==> src/tmrirq_pkg.sv <==
package tmrirq_pkg;

	// ==============================
	// register indices (byte address = index * 4)
	localparam logic [9:0] UNIT1_FLAGS_IDX = 10'h016;
	localparam logic [9:0] UNIT1_MASK_IDX  = 10'h06F;
	localparam logic [9:0] UNIT3_FLAGS_IDX = 10'h018;
	localparam logic [9:0] UNIT3_MASK_IDX  = 10'h070;
	localparam int         ADDR_W          = 12;

	// ==============================
	// field positions and reset values
	localparam int         CAPTURE_BIT   = 5;
	localparam int         COMPARE_B_BIT = 2;
	localparam int         COMPARE_A_BIT = 1;
	localparam int         OVERFLOW_BIT  = 0;
	localparam logic [7:0] REG_RESET     = 8'h00;
	localparam logic [3:0] VEC_RESET     = 4'h0;
	localparam logic [2:0] SYNC_RESET    = 3'h0;

	// ==============================
	// waveform mode codes
	localparam logic [3:0] MODE_NORMAL      = 4'h0;
	localparam logic [3:0] MODE_PC_8BIT     = 4'h1;
	localparam logic [3:0] MODE_PC_9BIT     = 4'h2;
	localparam logic [3:0] MODE_PC_10BIT    = 4'h3;
	localparam logic [3:0] MODE_CLR_CMPA    = 4'h4;
	localparam logic [3:0] MODE_FAST_8BIT   = 4'h5;
	localparam logic [3:0] MODE_FAST_9BIT   = 4'h6;
	localparam logic [3:0] MODE_FAST_10BIT  = 4'h7;
	localparam logic [3:0] MODE_PFC_CAPTOP  = 4'h8;
	localparam logic [3:0] MODE_PFC_CMPTOP  = 4'h9;
	localparam logic [3:0] MODE_PC_CAPTOP   = 4'hA;
	localparam logic [3:0] MODE_PC_CMPTOP   = 4'hB;
	localparam logic [3:0] MODE_CLR_CAP     = 4'hC;
	localparam logic [3:0] MODE_FAST_CAPTOP = 4'hE;
	localparam logic [3:0] MODE_FAST_CMPTOP = 4'hF;

	// ==============================
	// carriers
	typedef struct packed {
		logic capture;
		logic compare_b;
		logic compare_a;
		logic overflow;
	} tmrirq_vec_t;

	typedef struct packed {
		logic [15:0] counter;
		logic [15:0] compare_a;
		logic [15:0] compare_b;
		logic        tick;
		logic        wrap;
		logic        top;
		logic        bottom;
		logic [3:0]  mode;
	} tmrirq_timer_t;

endpackage

==> src/tmrirq_top.sv <==
// Operation
// - unit1 overflow request needs enable, global, flag
// - unit3 capture request needs enable, global, flag
// - unit3 compare B request needs enable, global, flag
// - unit3 compare A request needs enable, global, flag
// - unit3 overflow request needs enable, global, flag
// - reserved bits 7:6 and 4:3 read zero
// - unit1 capture pin event sets capture flag
// - capture-as-top mode sets capture flag at top
// - unit1 capture flag cleared by vector or one
// - unit1 compare B flag set tick after match
// - unit1 forced compare never sets flags
// - unit1 compare A flag set tick after match
// - unit1 compare flags cleared by vector or one
// - unit1 overflow flag set per waveform mode
// - unit1 overflow flag cleared by vector or one
// - unit3 capture flag set by pin, or by top in capture-as-top modes
// - unit3 capture flag cleared by vector or one
// - unit3 compare flags set tick after match
// - unit3 forced compare leaves flags unchanged
// - unit3 compare flags cleared by vector or one
// - unit3 overflow flag set per waveform mode
// - unit3 overflow flag cleared by vector or one
// - unit1 capture/compare requests gated by mask, global
`timescale 1ns/10ps

module tmrirq_unit
	import tmrirq_pkg::*;
(
	// clock and reset
	input  logic          clk_sys_i,
	input  logic          arst_n_i,
	// timer datapath
	input  tmrirq_timer_t timer_i,
	input  logic          capture_pin_i,
	// cpu side
	input  logic          global_int_enable_i,
	input  tmrirq_vec_t   vector_taken_i,
	input  logic          mask_write_i,
	input  logic          flag_write_i,
	input  logic [7:0]    wdata_i,
	// state out
	output tmrirq_vec_t   mask_o,
	output tmrirq_vec_t   flags_o,
	output tmrirq_vec_t   request_o
);

	// ==============================
	// state
	typedef struct packed {
		tmrirq_vec_t mask;
		tmrirq_vec_t flags;
		logic [2:0]  capture_sync;
		logic        match_a;
		logic        match_b;
	} tmrirq_unit_state_t;

	tmrirq_unit_state_t state;
	tmrirq_unit_state_t next_state;

	tmrirq_vec_t set_evt;
	tmrirq_vec_t clr_evt;
	logic        capture_edge;
	logic        capture_is_top;
	logic        overflow_evt;

	// ==============================
	// event decode
	// sync stage 0 only feeds the next stage; edge uses 1 and 2
	assign capture_edge = state.capture_sync[1] & ~state.capture_sync[2];

	always_comb begin
		case (timer_i.mode)
			MODE_PFC_CAPTOP,
			MODE_PC_CAPTOP,
			MODE_CLR_CAP,
			MODE_FAST_CAPTOP: capture_is_top = 1'b1;
			default:          capture_is_top = 1'b0;
		endcase
	end

	// overflow source follows the counting sequence of the mode
	always_comb begin
		case (timer_i.mode)
			MODE_NORMAL,
			MODE_CLR_CMPA,
			MODE_CLR_CAP:     overflow_evt = timer_i.wrap;
			MODE_FAST_8BIT,
			MODE_FAST_9BIT,
			MODE_FAST_10BIT,
			MODE_FAST_CAPTOP,
			MODE_FAST_CMPTOP: overflow_evt = timer_i.top;
			MODE_PC_8BIT,
			MODE_PC_9BIT,
			MODE_PC_10BIT,
			MODE_PFC_CAPTOP,
			MODE_PFC_CMPTOP,
			MODE_PC_CAPTOP,
			MODE_PC_CMPTOP:   overflow_evt = timer_i.bottom;
			default:          overflow_evt = 1'b0;
		endcase
	end

	always_comb begin
		// a forced compare strobe has no path into the match terms
		set_evt.capture   = capture_edge | (capture_is_top & timer_i.top);
		set_evt.compare_b = timer_i.tick & state.match_b;
		set_evt.compare_a = timer_i.tick & state.match_a;
		set_evt.overflow  = overflow_evt;
		// write-one clear; zeros leave flags alone
		clr_evt.capture   = vector_taken_i.capture   | (flag_write_i & wdata_i[CAPTURE_BIT]);
		clr_evt.compare_b = vector_taken_i.compare_b | (flag_write_i & wdata_i[COMPARE_B_BIT]);
		clr_evt.compare_a = vector_taken_i.compare_a | (flag_write_i & wdata_i[COMPARE_A_BIT]);
		clr_evt.overflow  = vector_taken_i.overflow  | (flag_write_i & wdata_i[OVERFLOW_BIT]);
	end

	// ==============================
	// next state
	always_comb begin
		next_state              = state;
		next_state.capture_sync = {state.capture_sync[1:0], capture_pin_i};
		// match seen on one timer tick raises the flag on the next
		if (timer_i.tick) begin
			next_state.match_a = (timer_i.counter == timer_i.compare_a);
			next_state.match_b = (timer_i.counter == timer_i.compare_b);
		end
		if (mask_write_i) begin
			next_state.mask.capture   = wdata_i[CAPTURE_BIT];
			next_state.mask.compare_b = wdata_i[COMPARE_B_BIT];
			next_state.mask.compare_a = wdata_i[COMPARE_A_BIT];
			next_state.mask.overflow  = wdata_i[OVERFLOW_BIT];
		end
		next_state.flags = (state.flags & ~clr_evt) | set_evt;
	end

	always_ff @(posedge clk_sys_i or negedge arst_n_i) begin
		if (!arst_n_i) begin
			state.mask         <= VEC_RESET;
			state.flags        <= VEC_RESET;
			state.capture_sync <= SYNC_RESET;
			state.match_a      <= 1'b0;
			state.match_b      <= 1'b0;
		end else begin
			state <= next_state;
		end
	end

	// ==============================
	// outputs
	assign mask_o    = state.mask;
	assign flags_o   = state.flags;
	// global enable gated after the flops, so dropping it masks requests at once
	assign request_o = state.flags & state.mask & {4{global_int_enable_i}};

endmodule

// ==============================
// one register index comparator per mapped register
module tmrirq_addr_match
	import tmrirq_pkg::*;
#(
	parameter logic [9:0] INDEX = 10'h000
)
(
	// decoded word index
	input  logic [9:0] index_i,
	// match
	output logic       hit_o
);

	assign hit_o = (index_i == INDEX);

endmodule

// ==============================
// register byte image; unimplemented bits always read zero
module tmrirq_pack
	import tmrirq_pkg::*;
(
	// register bits
	input  tmrirq_vec_t vec_i,
	// byte image
	output logic [7:0]  byte_o
);

	always_comb begin
		byte_o                = REG_RESET;
		byte_o[CAPTURE_BIT]   = vec_i.capture;
		byte_o[COMPARE_B_BIT] = vec_i.compare_b;
		byte_o[COMPARE_A_BIT] = vec_i.compare_a;
		byte_o[OVERFLOW_BIT]  = vec_i.overflow;
	end

endmodule

module tmrirq_top
	import tmrirq_pkg::*;
(
	// clock and reset
	input  logic              clk_sys_i,
	input  logic              arst_n_i,
	// apb slave
	input  logic              psel_i,
	input  logic              penable_i,
	input  logic              pwrite_i,
	input  logic [ADDR_W-1:0] paddr_i,
	input  logic [31:0]       pwdata_i,
	output logic [31:0]       prdata_o,
	output logic              pready_o,
	output logic              pslverr_o,
	// timer datapaths
	input  tmrirq_timer_t     unit1_timer_i,
	input  tmrirq_timer_t     unit3_timer_i,
	input  logic              unit1_capture_pin_i,
	input  logic              unit3_capture_pin_i,
	// cpu interrupt logic
	input  logic              global_int_enable_i,
	input  tmrirq_vec_t       unit1_vector_taken_i,
	input  tmrirq_vec_t       unit3_vector_taken_i,
	output tmrirq_vec_t       unit1_request_o,
	output tmrirq_vec_t       unit3_request_o
);

	// ==============================
	// state
	typedef struct packed {
		logic [7:0] rdata;
		logic       err;
	} tmrirq_bus_state_t;

	tmrirq_bus_state_t state;
	tmrirq_bus_state_t next_state;

	logic [9:0]  reg_idx;
	logic        hit_m1;
	logic        hit_f1;
	logic        hit_m3;
	logic        hit_f3;
	logic        hit;
	logic        wr_access;
	tmrirq_vec_t mask1;
	tmrirq_vec_t flags1;
	tmrirq_vec_t mask3;
	tmrirq_vec_t flags3;
	logic [7:0]  image_m1;
	logic [7:0]  image_f1;
	logic [7:0]  image_m3;
	logic [7:0]  image_f3;

	// ==============================
	// address decode
	// address bits 1:0 are ignored; each register owns one word
	assign reg_idx   = paddr_i[11:2];

	tmrirq_addr_match #(
		.INDEX (UNIT1_MASK_IDX)
	) u_hit_m1 (
		.index_i (reg_idx),
		.hit_o   (hit_m1)
	);

	tmrirq_addr_match #(
		.INDEX (UNIT1_FLAGS_IDX)
	) u_hit_f1 (
		.index_i (reg_idx),
		.hit_o   (hit_f1)
	);

	tmrirq_addr_match #(
		.INDEX (UNIT3_MASK_IDX)
	) u_hit_m3 (
		.index_i (reg_idx),
		.hit_o   (hit_m3)
	);

	tmrirq_addr_match #(
		.INDEX (UNIT3_FLAGS_IDX)
	) u_hit_f3 (
		.index_i (reg_idx),
		.hit_o   (hit_f3)
	);

	assign hit       = hit_m1 | hit_f1 | hit_m3 | hit_f3;
	assign wr_access = psel_i & penable_i & pwrite_i;

	// ==============================
	// units
	tmrirq_unit u_unit1 (
		.clk_sys_i           (clk_sys_i),
		.arst_n_i            (arst_n_i),
		.timer_i             (unit1_timer_i),
		.capture_pin_i       (unit1_capture_pin_i),
		.global_int_enable_i (global_int_enable_i),
		.vector_taken_i      (unit1_vector_taken_i),
		.mask_write_i        (wr_access & hit_m1),
		.flag_write_i        (wr_access & hit_f1),
		.wdata_i             (pwdata_i[7:0]),
		.mask_o              (mask1),
		.flags_o             (flags1),
		.request_o           (unit1_request_o)
	);

	tmrirq_unit u_unit3 (
		.clk_sys_i           (clk_sys_i),
		.arst_n_i            (arst_n_i),
		.timer_i             (unit3_timer_i),
		.capture_pin_i       (unit3_capture_pin_i),
		.global_int_enable_i (global_int_enable_i),
		.vector_taken_i      (unit3_vector_taken_i),
		.mask_write_i        (wr_access & hit_m3),
		.flag_write_i        (wr_access & hit_f3),
		.wdata_i             (pwdata_i[7:0]),
		.mask_o              (mask3),
		.flags_o             (flags3),
		.request_o           (unit3_request_o)
	);

	// ==============================
	// read path, captured in the setup cycle so prdata is a flop
	tmrirq_pack u_pack_m1 (
		.vec_i  (mask1),
		.byte_o (image_m1)
	);

	tmrirq_pack u_pack_f1 (
		.vec_i  (flags1),
		.byte_o (image_f1)
	);

	tmrirq_pack u_pack_m3 (
		.vec_i  (mask3),
		.byte_o (image_m3)
	);

	tmrirq_pack u_pack_f3 (
		.vec_i  (flags3),
		.byte_o (image_f3)
	);

	always_comb begin
		next_state = state;
		if (psel_i && !penable_i) begin
			next_state.err = ~hit;
			if (hit_m1) begin
				next_state.rdata = image_m1;
			end else if (hit_f1) begin
				next_state.rdata = image_f1;
			end else if (hit_m3) begin
				next_state.rdata = image_m3;
			end else if (hit_f3) begin
				next_state.rdata = image_f3;
			end else begin
				next_state.rdata = REG_RESET;
			end
		end
	end

	always_ff @(posedge clk_sys_i or negedge arst_n_i) begin
		if (!arst_n_i) begin
			state.rdata <= REG_RESET;
			state.err   <= 1'b0;
		end else begin
			state <= next_state;
		end
	end

	// ==============================
	// bus outputs; no wait states
	assign prdata_o  = {24'h000000, state.rdata};
	assign pready_o  = 1'b1;
	assign pslverr_o = psel_i & penable_i & state.err;

endmodule
==> config.mk <==
export PLATFORM = sky130hd
export DESIGN_NAME = tmrirq_top
export DESIGN_NICKNAME = d
export VERILOG_FILES = /design/src/tmrirq_pkg.sv /design/src/tmrirq_top.sv
export SDC_FILE = /design/constraint.sdc
export NUM_CORES = 1
export LEC_CHECK = 0
export BUFFER_PORTS_ARGS = -buffer_cell sky130_fd_sc_hd__buf_2
export CAP_MARGIN = 0
export CORE_AREA = 2 2 83 85
export CTS_BUF_LIST = sky130_fd_sc_hd__clkbuf_4
export DETAILED_ROUTE_END_ITERATION = 10
export DIE_AREA = 0 0 85 87
export GPL_TIMING_DRIVEN = 0
export PLACE_DENSITY = 0.82
export RECOVER_POWER = 25
export SLEW_MARGIN = 20
export SYNTH_ARGS = -nofsm -noshare
export SYNTH_HDL_FRONTEND = slang
export SYNTH_SLANG_ARGS = --single-unit
export TNS_END_PERCENT = 100
==> constraint.sdc <==
create_clock -name clk_sys_i -period 1.2 [get_ports clk_sys_i]
set_input_delay 0.24 -clock clk_sys_i [delete_from_list [all_inputs] [get_ports clk_sys_i]]
set_output_delay 0.24 -clock clk_sys_i [all_outputs]
set_load 0.03 [all_outputs]
---- Yosys cells after proc, flatten, opt, wreduce, memory -nomap -nowiden ----
Index checks and enable logic that the tools add are counted.
word-level totals
  bits in registers ....................... 35
  bits of input ports ..................... 172
  output and inout bits ................... 42
  word-level logic and storage cells ...... 129
operators by class
  eq/ne operators ......................... 36
  muxes and demuxes ....................... 8
  bitwise operators ....................... 49
  reduce and logical (&&, ||, !) cells .... 12
operators with widths
  kind                                                   number
  equality test 16 bit                                   4
  equality test 4 bit (second input constant)            14
  equality test 4 x 3 -> 1 bit (second input constant)   8
  AND 4 bit                                              6
  two-way mux 6 bit                                      4
  AND 1 bit                                              23
  equality test 10 x 5 -> 1 bit (second input constant)  2
  equality test 10 x 7 -> 1 bit (second input constant)  2
  equality test 4 x 2 -> 1 bit (second input constant)   4
  OR reduction 7 bit                                     2
  bitwise OR 1 bit                                       13
  OR reduction 5 bit                                     2
  equality test 4 x 1 -> 1 bit (second input constant)   2
  zero test 4 bit                                        2
  NOT 4 bit                                              2
  bitwise OR 4 bit                                       2
  OR reduction 4 bit                                     2
  case mux 1 bit (3 select lines)                        2
  OR reduction 3 bit                                     2
  NOT 1 bit                                              3
  two-way mux 1 bit                                      2
  logical AND 1 bit                                      1
  zero test 1 bit                                        1

---- Longest topological paths before layout ----
Gate-level depths: netlist of the first run.
  depth in word-level cells ............... 8
  mapped depth ............................ 5
  gate-level depth less buffers ........... 4

---- Modules after synthesis ----
From an unflattened synthesis of the first run, not the netlist that was laid out.
unflattened totals
  cell total of the unflattened synthesis .. 340
  area total of the unflattened synthesis .. 3,141.8 um2
by module, submodules not included
  module                         instances  cells an instance  area an instance (um2)  seq. area each (um2)
  tmrirq_unit                    2          94                 939.7                   325.3
  tmrirq_top                     1          103                882.1                   225.2
  tmrirq_pack                    4          9                  63.8                    0.0
  tmrirq_addr_match at u_hit_f1  1          3                  33.8                    0.0
  tmrirq_addr_match at u_hit_f3  1          3                  32.5                    0.0
  tmrirq_addr_match at u_hit_m1  1          4                  32.5                    0.0
  tmrirq_addr_match at u_hit_m3  1          3                  26.3                    0.0

---- Least setup slack after synthesis of the first run ----
Ideal clock, no wire load.
  kind .................................... input port to flip-flop
  start point ............................. input paddr_i[2]
  end point ............................... register u_unit3.state, in the netlist u_unit3.mask_o[0]
  library setup time ...................... 0.125 ns
  arrival ................................. 1.484 ns
  data required time ...................... 1.075 ns
  path slack .............................. -0.409 ns
  cell stages on the path ................. 4
  path through ............................ or4_4 -> nor3b_4 -> nand2_4 -> mux2_4
between the ends
  longest elaborated chain between the ends .. 2
RTL lines
  element                        line               text
  start: declaration             tmrirq_top.sv:206  input logic [ADDR_W-1:0] paddr_i,
  equality test 10 x 7 -> 1 bit  tmrirq_top.sv:171  assign hit_o = (index_i == INDEX);
  AND 1 bit                      tmrirq_top.sv:310  .mask_write_i (wr_access & hit_m3),
  end signal: assignment         tmrirq_top.sv:144  state <= next_state;
  end: declaration               tmrirq_top.sv:58   tmrirq_unit_state_t state;
No other way between the ends.
A chain may end at the register's enable or synchronous reset.

---- Worst setup path in the final report of the first run ----
  start point ............................. input paddr_i[10]
  end point ............................... register u_unit3.state, in the netlist u_unit3.mask_o[2]
Same word-level chain as after synthesis.

==> results, run 1 <==
- The chip height is 87 um.
- In the synthesized netlist the dominant register cell turns out to be sky130_fd_sc_hd__dfrtp_1.
- The root buffer cell is sky130_fd_sc_hd__clkbuf_4.
- The area of the die is 7400 um^2.
- Setup violations remaining at the end of the flow were counted as 21.
- The category of the critical setup timing path is primary input to flip-flop.
- The post-synthesis compound-gate area fraction is 0.0908.
- Compared with the post-synthesis result, the final layout area differs by 57.0%.
- The number of search-and-repair iterations in the first detailed-routing pass is 4.
- The beginning of the worst hold path is unit1_timer_i[4].
- The count of state elements after synthesis is 31.
- For this configuration, the core starts out at a cell density of 0.386.
- Counting the fill cells in the layout gives 551.
- Summing all placed instances gives a cell area of 3540 um^2.
- The internal reg-to-reg setup slack is -0.01 ns.
- The library cell used most frequently in the layout, excluding fill and tap cells, is sky130_fd_sc_hd__buf_2.
- In this run the core area contains 30 standard-cell rows.
- The synthesized-area fraction occupied by adder cells is 0.
- The areal power density over the cells is 689 nW/um^2.
- The critical path launch point type is a primary input.
- The post-synthesis cell count is 264.
- The final weighted congestion in routability-driven placement is 0.872.
- The repair_antennas step left the layout with diodes totalling 0.
- The number of global-route vias before repair is 2670.
- For this design the top-level I/O count stands at 214.
- Summed over all layers, the global routing overflow is 0.
- Setup repair after global routing could not meet its margin everywhere.
- In this run the worst setup path begins at paddr_i[10].
- The number of maximum-capacitance constraint violations is 0.
- The CTS sink count is 31.
- The worst max-slew margin expressed relative to the limit is 0.493.
- The simple logic cell fraction of the synthesized area is 0.201.
- The cell count of the worst hold path is 2.
- Summing every instance area after synthesis gives 2530 um^2.
- After floorplanning, the core was sized to cover 6570 um^2.
- The first global-routing pass estimated 11700 um of wire.
- The number of antenna violations at the first check in global routing was 0.
- The sequential fraction of the synthesis area is 0.306.
- In this run the mean area of a mapped cell was 9.60 um^2.
- The maximum clock rate is 708 MHz.
- Summed over all cells, the static leakage comes to 2.01 nW.
- From left edge to right edge, the die measures 85 um.
- The detail-routed net length per standard cell is 13.4 um.
- The vias after detailed routing is 2666.
- The total routing usage reported by global routing is 0.195.
- The worst min-delay path endpoint is u_unit1.flags_o[0].
- The origin of the critical flop-to-flop path is u_unit3.flags_o[1].
- For this run, the number of Yosys warnings is 0.
- The number of hold-slack violations in the final timing report is 0.
- The run finished, with violations left.
- The post-route cell area is 3980 um^2.
- The capturing point of the worst reg2reg path is prdata_o[1].
- For this block, the routed nets add up to 7480 um of wire.
- The count of flip-flops with a built-in enable after synthesis is 0.
- For this run, the post-layout net count is 651.
- After synthesis, the largest family of logic cells by area is XOR/XNOR gates.
- The worst path in the final design needs a cycle of 1.41 ns, including I/O delays and setup.
- Of the total synthesized cell area, the portion taken by XOR and XNOR cells is 0.221.
- The worst setup margin is -0.212 ns.
- The final worst clock skew is 0.0151 ns.
- The post-placement setup slack is -0.668 ns.
- The H-tree depth reported by CTS is 2.
- The portion of synthesized area spent on multiplexers is 0.0592.
- The top fanout value on the critical path is 5.
- The number of routed nets with antenna violations is 0.
- STA classifies the critical path endpoint as a flip-flop.
- The tightest min-delay check is of the primary input to flip-flop type.
- The final cycle utilization of the critical path is 1.18.
- The number of buffers created by CTS is 5.
- The max-slew violation count came to 0.
- The number of input and output port buffers inserted is 154.
- The checks that failed: setup timing.
- The hold slack is 0.102 ns.
- The half-perimeter wire length of the detailed placement result is 6090 um.
- Leaving out fill and tap cells, the most frequent cells in the layout are sky130_fd_sc_hd__buf_2 (136), sky130_fd_sc_hd__xnor2_1 (64), sky130_fd_sc_hd__buf_4 (56), sky130_fd_sc_hd__dfrtp_1 (31), sky130_fd_sc_hd__conb_1 (29).
- The register clock-pin slew on the reported worst setup and hold paths is 0.10 ns.
- After detailed routing, the number of remaining DRC violations is 0.
- TritonCTS built the clock tree.
- The post-route core utilization is 0.606.
- Of the cells placed in the final design, the portion with a size suffix greater than 1 is 0.527.
- For the worst-skew pair, the clock arrives at the later sink with an insertion delay of 0.34 ns.
- The pin count of the biggest net entering global routing is 32.
- The highest ir drop seen on vdd is 0.000515 V.
- In this run, the number of DRC markers left after iteration 0 of detailed routing was 59.
- STA puts the critical path data arrival time at 1.63 ns.
- The detailed-route vias per instance is 4.76.
- At the worst endpoint, the required time is 1.42 ns.
- The cell count of the worst reg-to-reg path is 5.
- The transition time of the tightest slew-check pin is 0.760 ns.
- The longest clock path from root to sink contains 2 buffers.
- The distinct cell type count after synthesis is 41.
- The fraction of synthesis flops using an asynchronous set or reset pin is 1.00.
critical path: stages:
cell and delay (ns):
sky130_fd_sc_hd__buf_6 0.09, sky130_fd_sc_hd__or4_4 0.56, sky130_fd_sc_hd__nor3b_4 0.20, sky130_fd_sc_hd__buf_6 0.16, sky130_fd_sc_hd__nand2_4 0.08, sky130_fd_sc_hd__mux2_4 0.30
flip-flops by register name, summed over array words and instances, names as in the netlist:
name,flops
u_unit1.state,3
u_unit1.mask_o,4
u_unit3.state,3
state,1
u_unit3.next_state,2
u_unit1.flags_o,4
u_unit3.flags_o,4
u_unit3.mask_o,4
prdata_o,4
u_unit1.next_state,2
where the power goes:
group	total [W]	switching, W	internal, W
clock	0.000587	0.000348	0.000239
sequential	0.00112	0.0000312	0.00109
combinational	0.00103	0.000513	0.000521
cell type report:
class | instances | area (um^2) | area share
multi-input combinational | 215 | 1670 | 0.419
inverter | 10 | 37.5 | 0.00943
tap | 80 | 100 | 0.0251
sequential | 31 | 776 | 0.195
buffer | 31 | 234 | 0.0588
clock buffer | 6 | 45.0 | 0.0113
timing repair buffer | 185 | 1110 | 0.279
clock inverter | 2 | 7.51 | 0.00189
through the flow:
stage / instances / power [W] / setup TNS [ns]
final: 560 / 0.00274 / -2.09
after global routing: 560 / 0.00289 / -2.95
after CTS: 550 / 0.00274 / -2.10
after detailed placement: 525 / 0.00211 / -11.28
after global placement: 525 / 0.00207 / -10.91
after floorplan: 291 / 0.00169 / -4.37
cell usage after synthesis, drive strengths merged (3+ instances only):
| cell type | instances | area, um^2 |
|---|---|---|
| inv | 10 | 37.5 |
| xnor2 | 64 | 561 |
| o21ai | 6 | 30.0 |
| nand2 | 12 | 52.6 |
| nor2b | 3 | 18.8 |
| a31oi | 4 | 25.0 |
| and3 | 14 | 88.8 |
| nor3b | 5 | 48.8 |
| a32o | 4 | 40.0 |
| nor2 | 11 | 41.3 |
| buf | 35 | 264 |
| mux2 | 12 | 150 |
| nand4 | 16 | 100 |
| nand3 | 4 | 20.0 |
| o2bb2ai | 4 | 35.0 |
| nor3 | 3 | 20.0 |
| dfrtp | 31 | 776 |
| nor4 | 4 | 25.0 |
worst max path at each step:
stage,endpoint,depth (start not counted)
final,u_unit3.mask_o[2],6
after global routing,u_unit3.mask_o[2],6
after CTS,u_unit3.mask_o[1],6
after detailed placement,u_unit3.flags_o[0],5
after global placement,u_unit3.mask_o[2],5
after floorplan,u_unit3.mask_o[0],4
cell families (layout without fill, tap and decap cells):
family | after synthesis | count (layout)
compound gates | 30 | 30
xor+xnor | 64 | 64
buf+inv | 45 | 234
flops | 31 | 31
mux | 12 | 12
other cells | 2 | 29
simple gates | 80 | 80
timing repair:
| item | 4_1_cts | 5_1_grt |
|---|---|---|
| hold endpoints to repair | 33 | 0 |
| setup buffers | 18 | 10 |
| pin swaps | 8 | 9 |
| resized for setup | 41 | 6 |
| hold buffers | 3 | 0 |
| endpoints found under the setup margin | 30 | 30 |
routing by layer:
metal	routed length, um	GRT usage
met1	2640	0.210
met2	4140	0.379
met3	551	0.0370
met4	147	0.0620
met5	0	0
No activity file was read; power rests on OpenSTA's default activity.
==> run 2: changes to the inputs <==
Settings changed: REMOVE_ABC_BUFFERS set to 1, SETUP_SLACK_MARGIN set to 0.3.
==> run 2 against run 1 <==
  * The flow finishes with violations (hold timing, setup timing)
  * Critical path depth unchanged
  * Sequential share of layout area is 0.061 points lower
  * Total power grew 9.1%
  * Utilization up 0.19 points
  * Clock skew about the same
  * Count of clock-buffer cells in the layout down 1
  * Critical path type unchanged
  * Largest power group unchanged
==> results, run 2 (same netlist as run 1, synthesis figures left out) <==
- The setup TNS is -2.64 ns.
- After detailed routing, the number of vias per cell comes to 4.89.
- Subtracting the final worst setup slack from the clock period gives 1.40 ns.
- The path class of the tightest hold or removal check is primary input to async pin.
- The setup-violating endpoint count in the final report is 25.
- The cell at the slowest stage of the critical path is sky130_fd_sc_hd__or4_4.
- The detailed router placed 2602 vias in this run.
- The horizontal die dimension is 85 um.
- The number of rows in the core area is 30.
- Data on the critical path is required at its endpoint by 1.42 ns.
- The sum of internal, switching and leakage power is 0.00299 W.
- After layout, the worst setup slack is -0.204 ns.
- In this run, CTS created clock tree buffers numbering 5.
- The category of the critical setup timing path is primary input to flip-flop.
- The run finished, with violations left.
- The congestion estimate from routability-driven global placement came to 0.810.
- Summing all non-filler instances in the final layout gives an area of 3990 um^2.
- Summed over all nets, the half-perimeter wirelength after detailed placement is 5610 um.
- In the final layout, the share of cells above drive strength 1 is 0.555.
- The clock arrives with 0.0155 ns of skew.
- Setup repair after global routing could not meet its margin everywhere.
- The root buffer cell is sky130_fd_sc_hd__clkbuf_4.
- In this run the standard cell core region covers 6570 um^2.
- The H-tree depth reported by CTS is 2.
- The final global-route overflow total is 0.
- During I/O placement, the number of pins put on the boundary was 214.
- In the final routed layout, each cell accounts on average for 14.3 um.
- The relative area change from synthesis to final layout is 57.5%.
- The number of input and output port buffers inserted is 154.
- The checks that failed: hold timing, setup timing.
- The transition time of the tightest slew-check pin is 0.783 ns.
- The tool flagged a number of max-cap violations equal to 0.
- Among the stages of the critical path, the cell type that occurs most often is sky130_fd_sc_hd__buf_6.
- The insertion delay to the later sink of the worst-skew pair is 0.34 ns.
- The post-route core utilization is 0.608.
- The total wirelength of the detailed-routed design is 7600 um.
- After filler insertion, the fill cell instance count of the layout stands at 537.
- In this run the deepest clock path goes through 2 buffers.
- STA classifies the critical path startpoint as a primary input.
- The largest single stage delay on the critical path is 0.55 ns.
- The signal on the critical path passes through buf_6 > or4_4 > nor3b_4 > buf_6 > nand2_8 > mux2_4.
- The internal reg-to-reg setup slack is 0.04 ns.
- The starting DRC count in detailed routing is 98.
- STA classifies the critical path endpoint as a flip-flop.
- Clock tree synthesis found a total of 31 sinks.
- In the layout the commonest cells are sky130_fd_sc_hd__buf_2 (134), sky130_fd_sc_hd__xnor2_1 (52), sky130_fd_sc_hd__dfrtp_1 (31), sky130_fd_sc_hd__conb_1 (29), sky130_fd_sc_hd__buf_4 (28).
- Measured along the y axis, the die boundary spans 87 um.
- The number of global-route vias before repair came to 2622.
- The max-slew violation count was 0.
- The logic depth of the worst path, buffers included is 6.
- The first detailed-routing pass ran for 4 iterations.
- The final cycle utilization of the critical path is 1.17.
- The library cell used most frequently in the layout, excluding fill and tap cells, is sky130_fd_sc_hd__buf_2.
- The number of antenna cells inserted is 0.
- The hold slack is -0.0527 ns.
- For this configuration, the core starts out at a cell density of 0.386.
- The worst pin sits at a relative slew slack of 0.478.
- The number of cells on the worst reg-to-reg path is 5.
- The placed instances occupy a cell area of 3240 um^2.
- Counting both buffers and inverters, the worst setup path holds a total of 2.
- For this run, design rule violations remaining after detail routing come to 0.
- The areal power density over the cells is 750 nW/um^2.
- The net total in the final layout is 623.
- The TritonCTS clock tree is built.
- The wire length of the first global-routing pass is 11500 um.
- The maximum clock rate is 712 MHz.
- The top fanout value on the critical path is 5.
- For the worst setup path, the data arrival time is 1.62 ns.
- Across the VDD grid, the largest voltage drop is 0.000496 V.
- Entering global routing, the biggest net connects 32 pins.
- The number of routed nets with antenna violations is 0.
- Among cell families on the critical path, the largest total delay comes from simple AND/OR/NAND/NOR gates.
- The number of antenna violations at the first check in global routing was 0.
- The number of hold-slack violations in the final timing report was 31.
- Across every metal layer, demand over resource in global routing totals 0.194.
- The area of the die is 7400 um^2.
- The leakage component of the power is 1.94 nW.
- The register clock-pin slew on the reported worst setup and hold paths is 0.12 ns.
run 2: final timing paths:
kind                                       start                    end
max                                  paddr_i[10]      u_unit3.mask_o[1]
min                                     arst_n_i      u_unit3.mask_o[0]
max reg2reg                   u_unit3.flags_o[3]            prdata_o[5]
min reg2reg                u_unit1.next_state[3]  u_unit1.next_state[4]
max in group asynchronous               arst_n_i     u_unit3.flags_o[2]
min in group clk_sys_i          unit3_timer_i[4]     u_unit3.flags_o[0]
run 2: cell type report:
cell class	count	area [um^2]	area share
clock inverter	3	38.8	0.00971
tap	80	100	0.0251
multi-input combinational	215	1840	0.461
sequential	31	776	0.194
inverter	10	37.5	0.00940
timing repair buffer	188	1160	0.291
clock buffer	5	37.5	0.00940
run 2: through the flow:
step / hold WS, ns / worst slack, ns / std cells
final: -0.0527 / -0.204 / 532
after global routing: 0.0119 / -0.209 / 532
after CTS: -0.0436 / -0.167 / 524
after detailed placement: 0.330 / -0.860 / 490
after global placement: 0.314 / -0.813 / 490
after floorplan: -0.0556 / -0.409 / 256
run 2: power breakdown:
part | total (W) | switching, W | internal [W] | leakage, nW
Sequential | 0.00112 | 0.0000293 | 0.00109 | 0.399
Clock | 0.000813 | 0.000384 | 0.000428 | 0.0426
Combinational | 0.00106 | 0.000535 | 0.000526 | 1.50
Total | 0.00299 | 0.000949 | 0.00204 | 1.94
run 2: metal layers:
metal | part of all wire | vias to the layer above | global-route usage
li1 | - | 1250 | -
met1 | 0.37 | 1198 | 0.212
met2 | 0.55 | 143 | 0.378
met3 | 0.072 | 11 | 0.0332
met4 | 0.014 | 0 | 0.0635
met5 | 0 | - | 0
run 2: repair_timing:
item / 4_1_cts / 5_1_grt
endpoints found under the hold margin: 32 / 26
pin swaps: 8 / 17
hold buffers: 1 / 1
endpoints found under the setup margin: 37 / 38
gates resized for setup: 54 / 36
setup buffers: 25 / 7
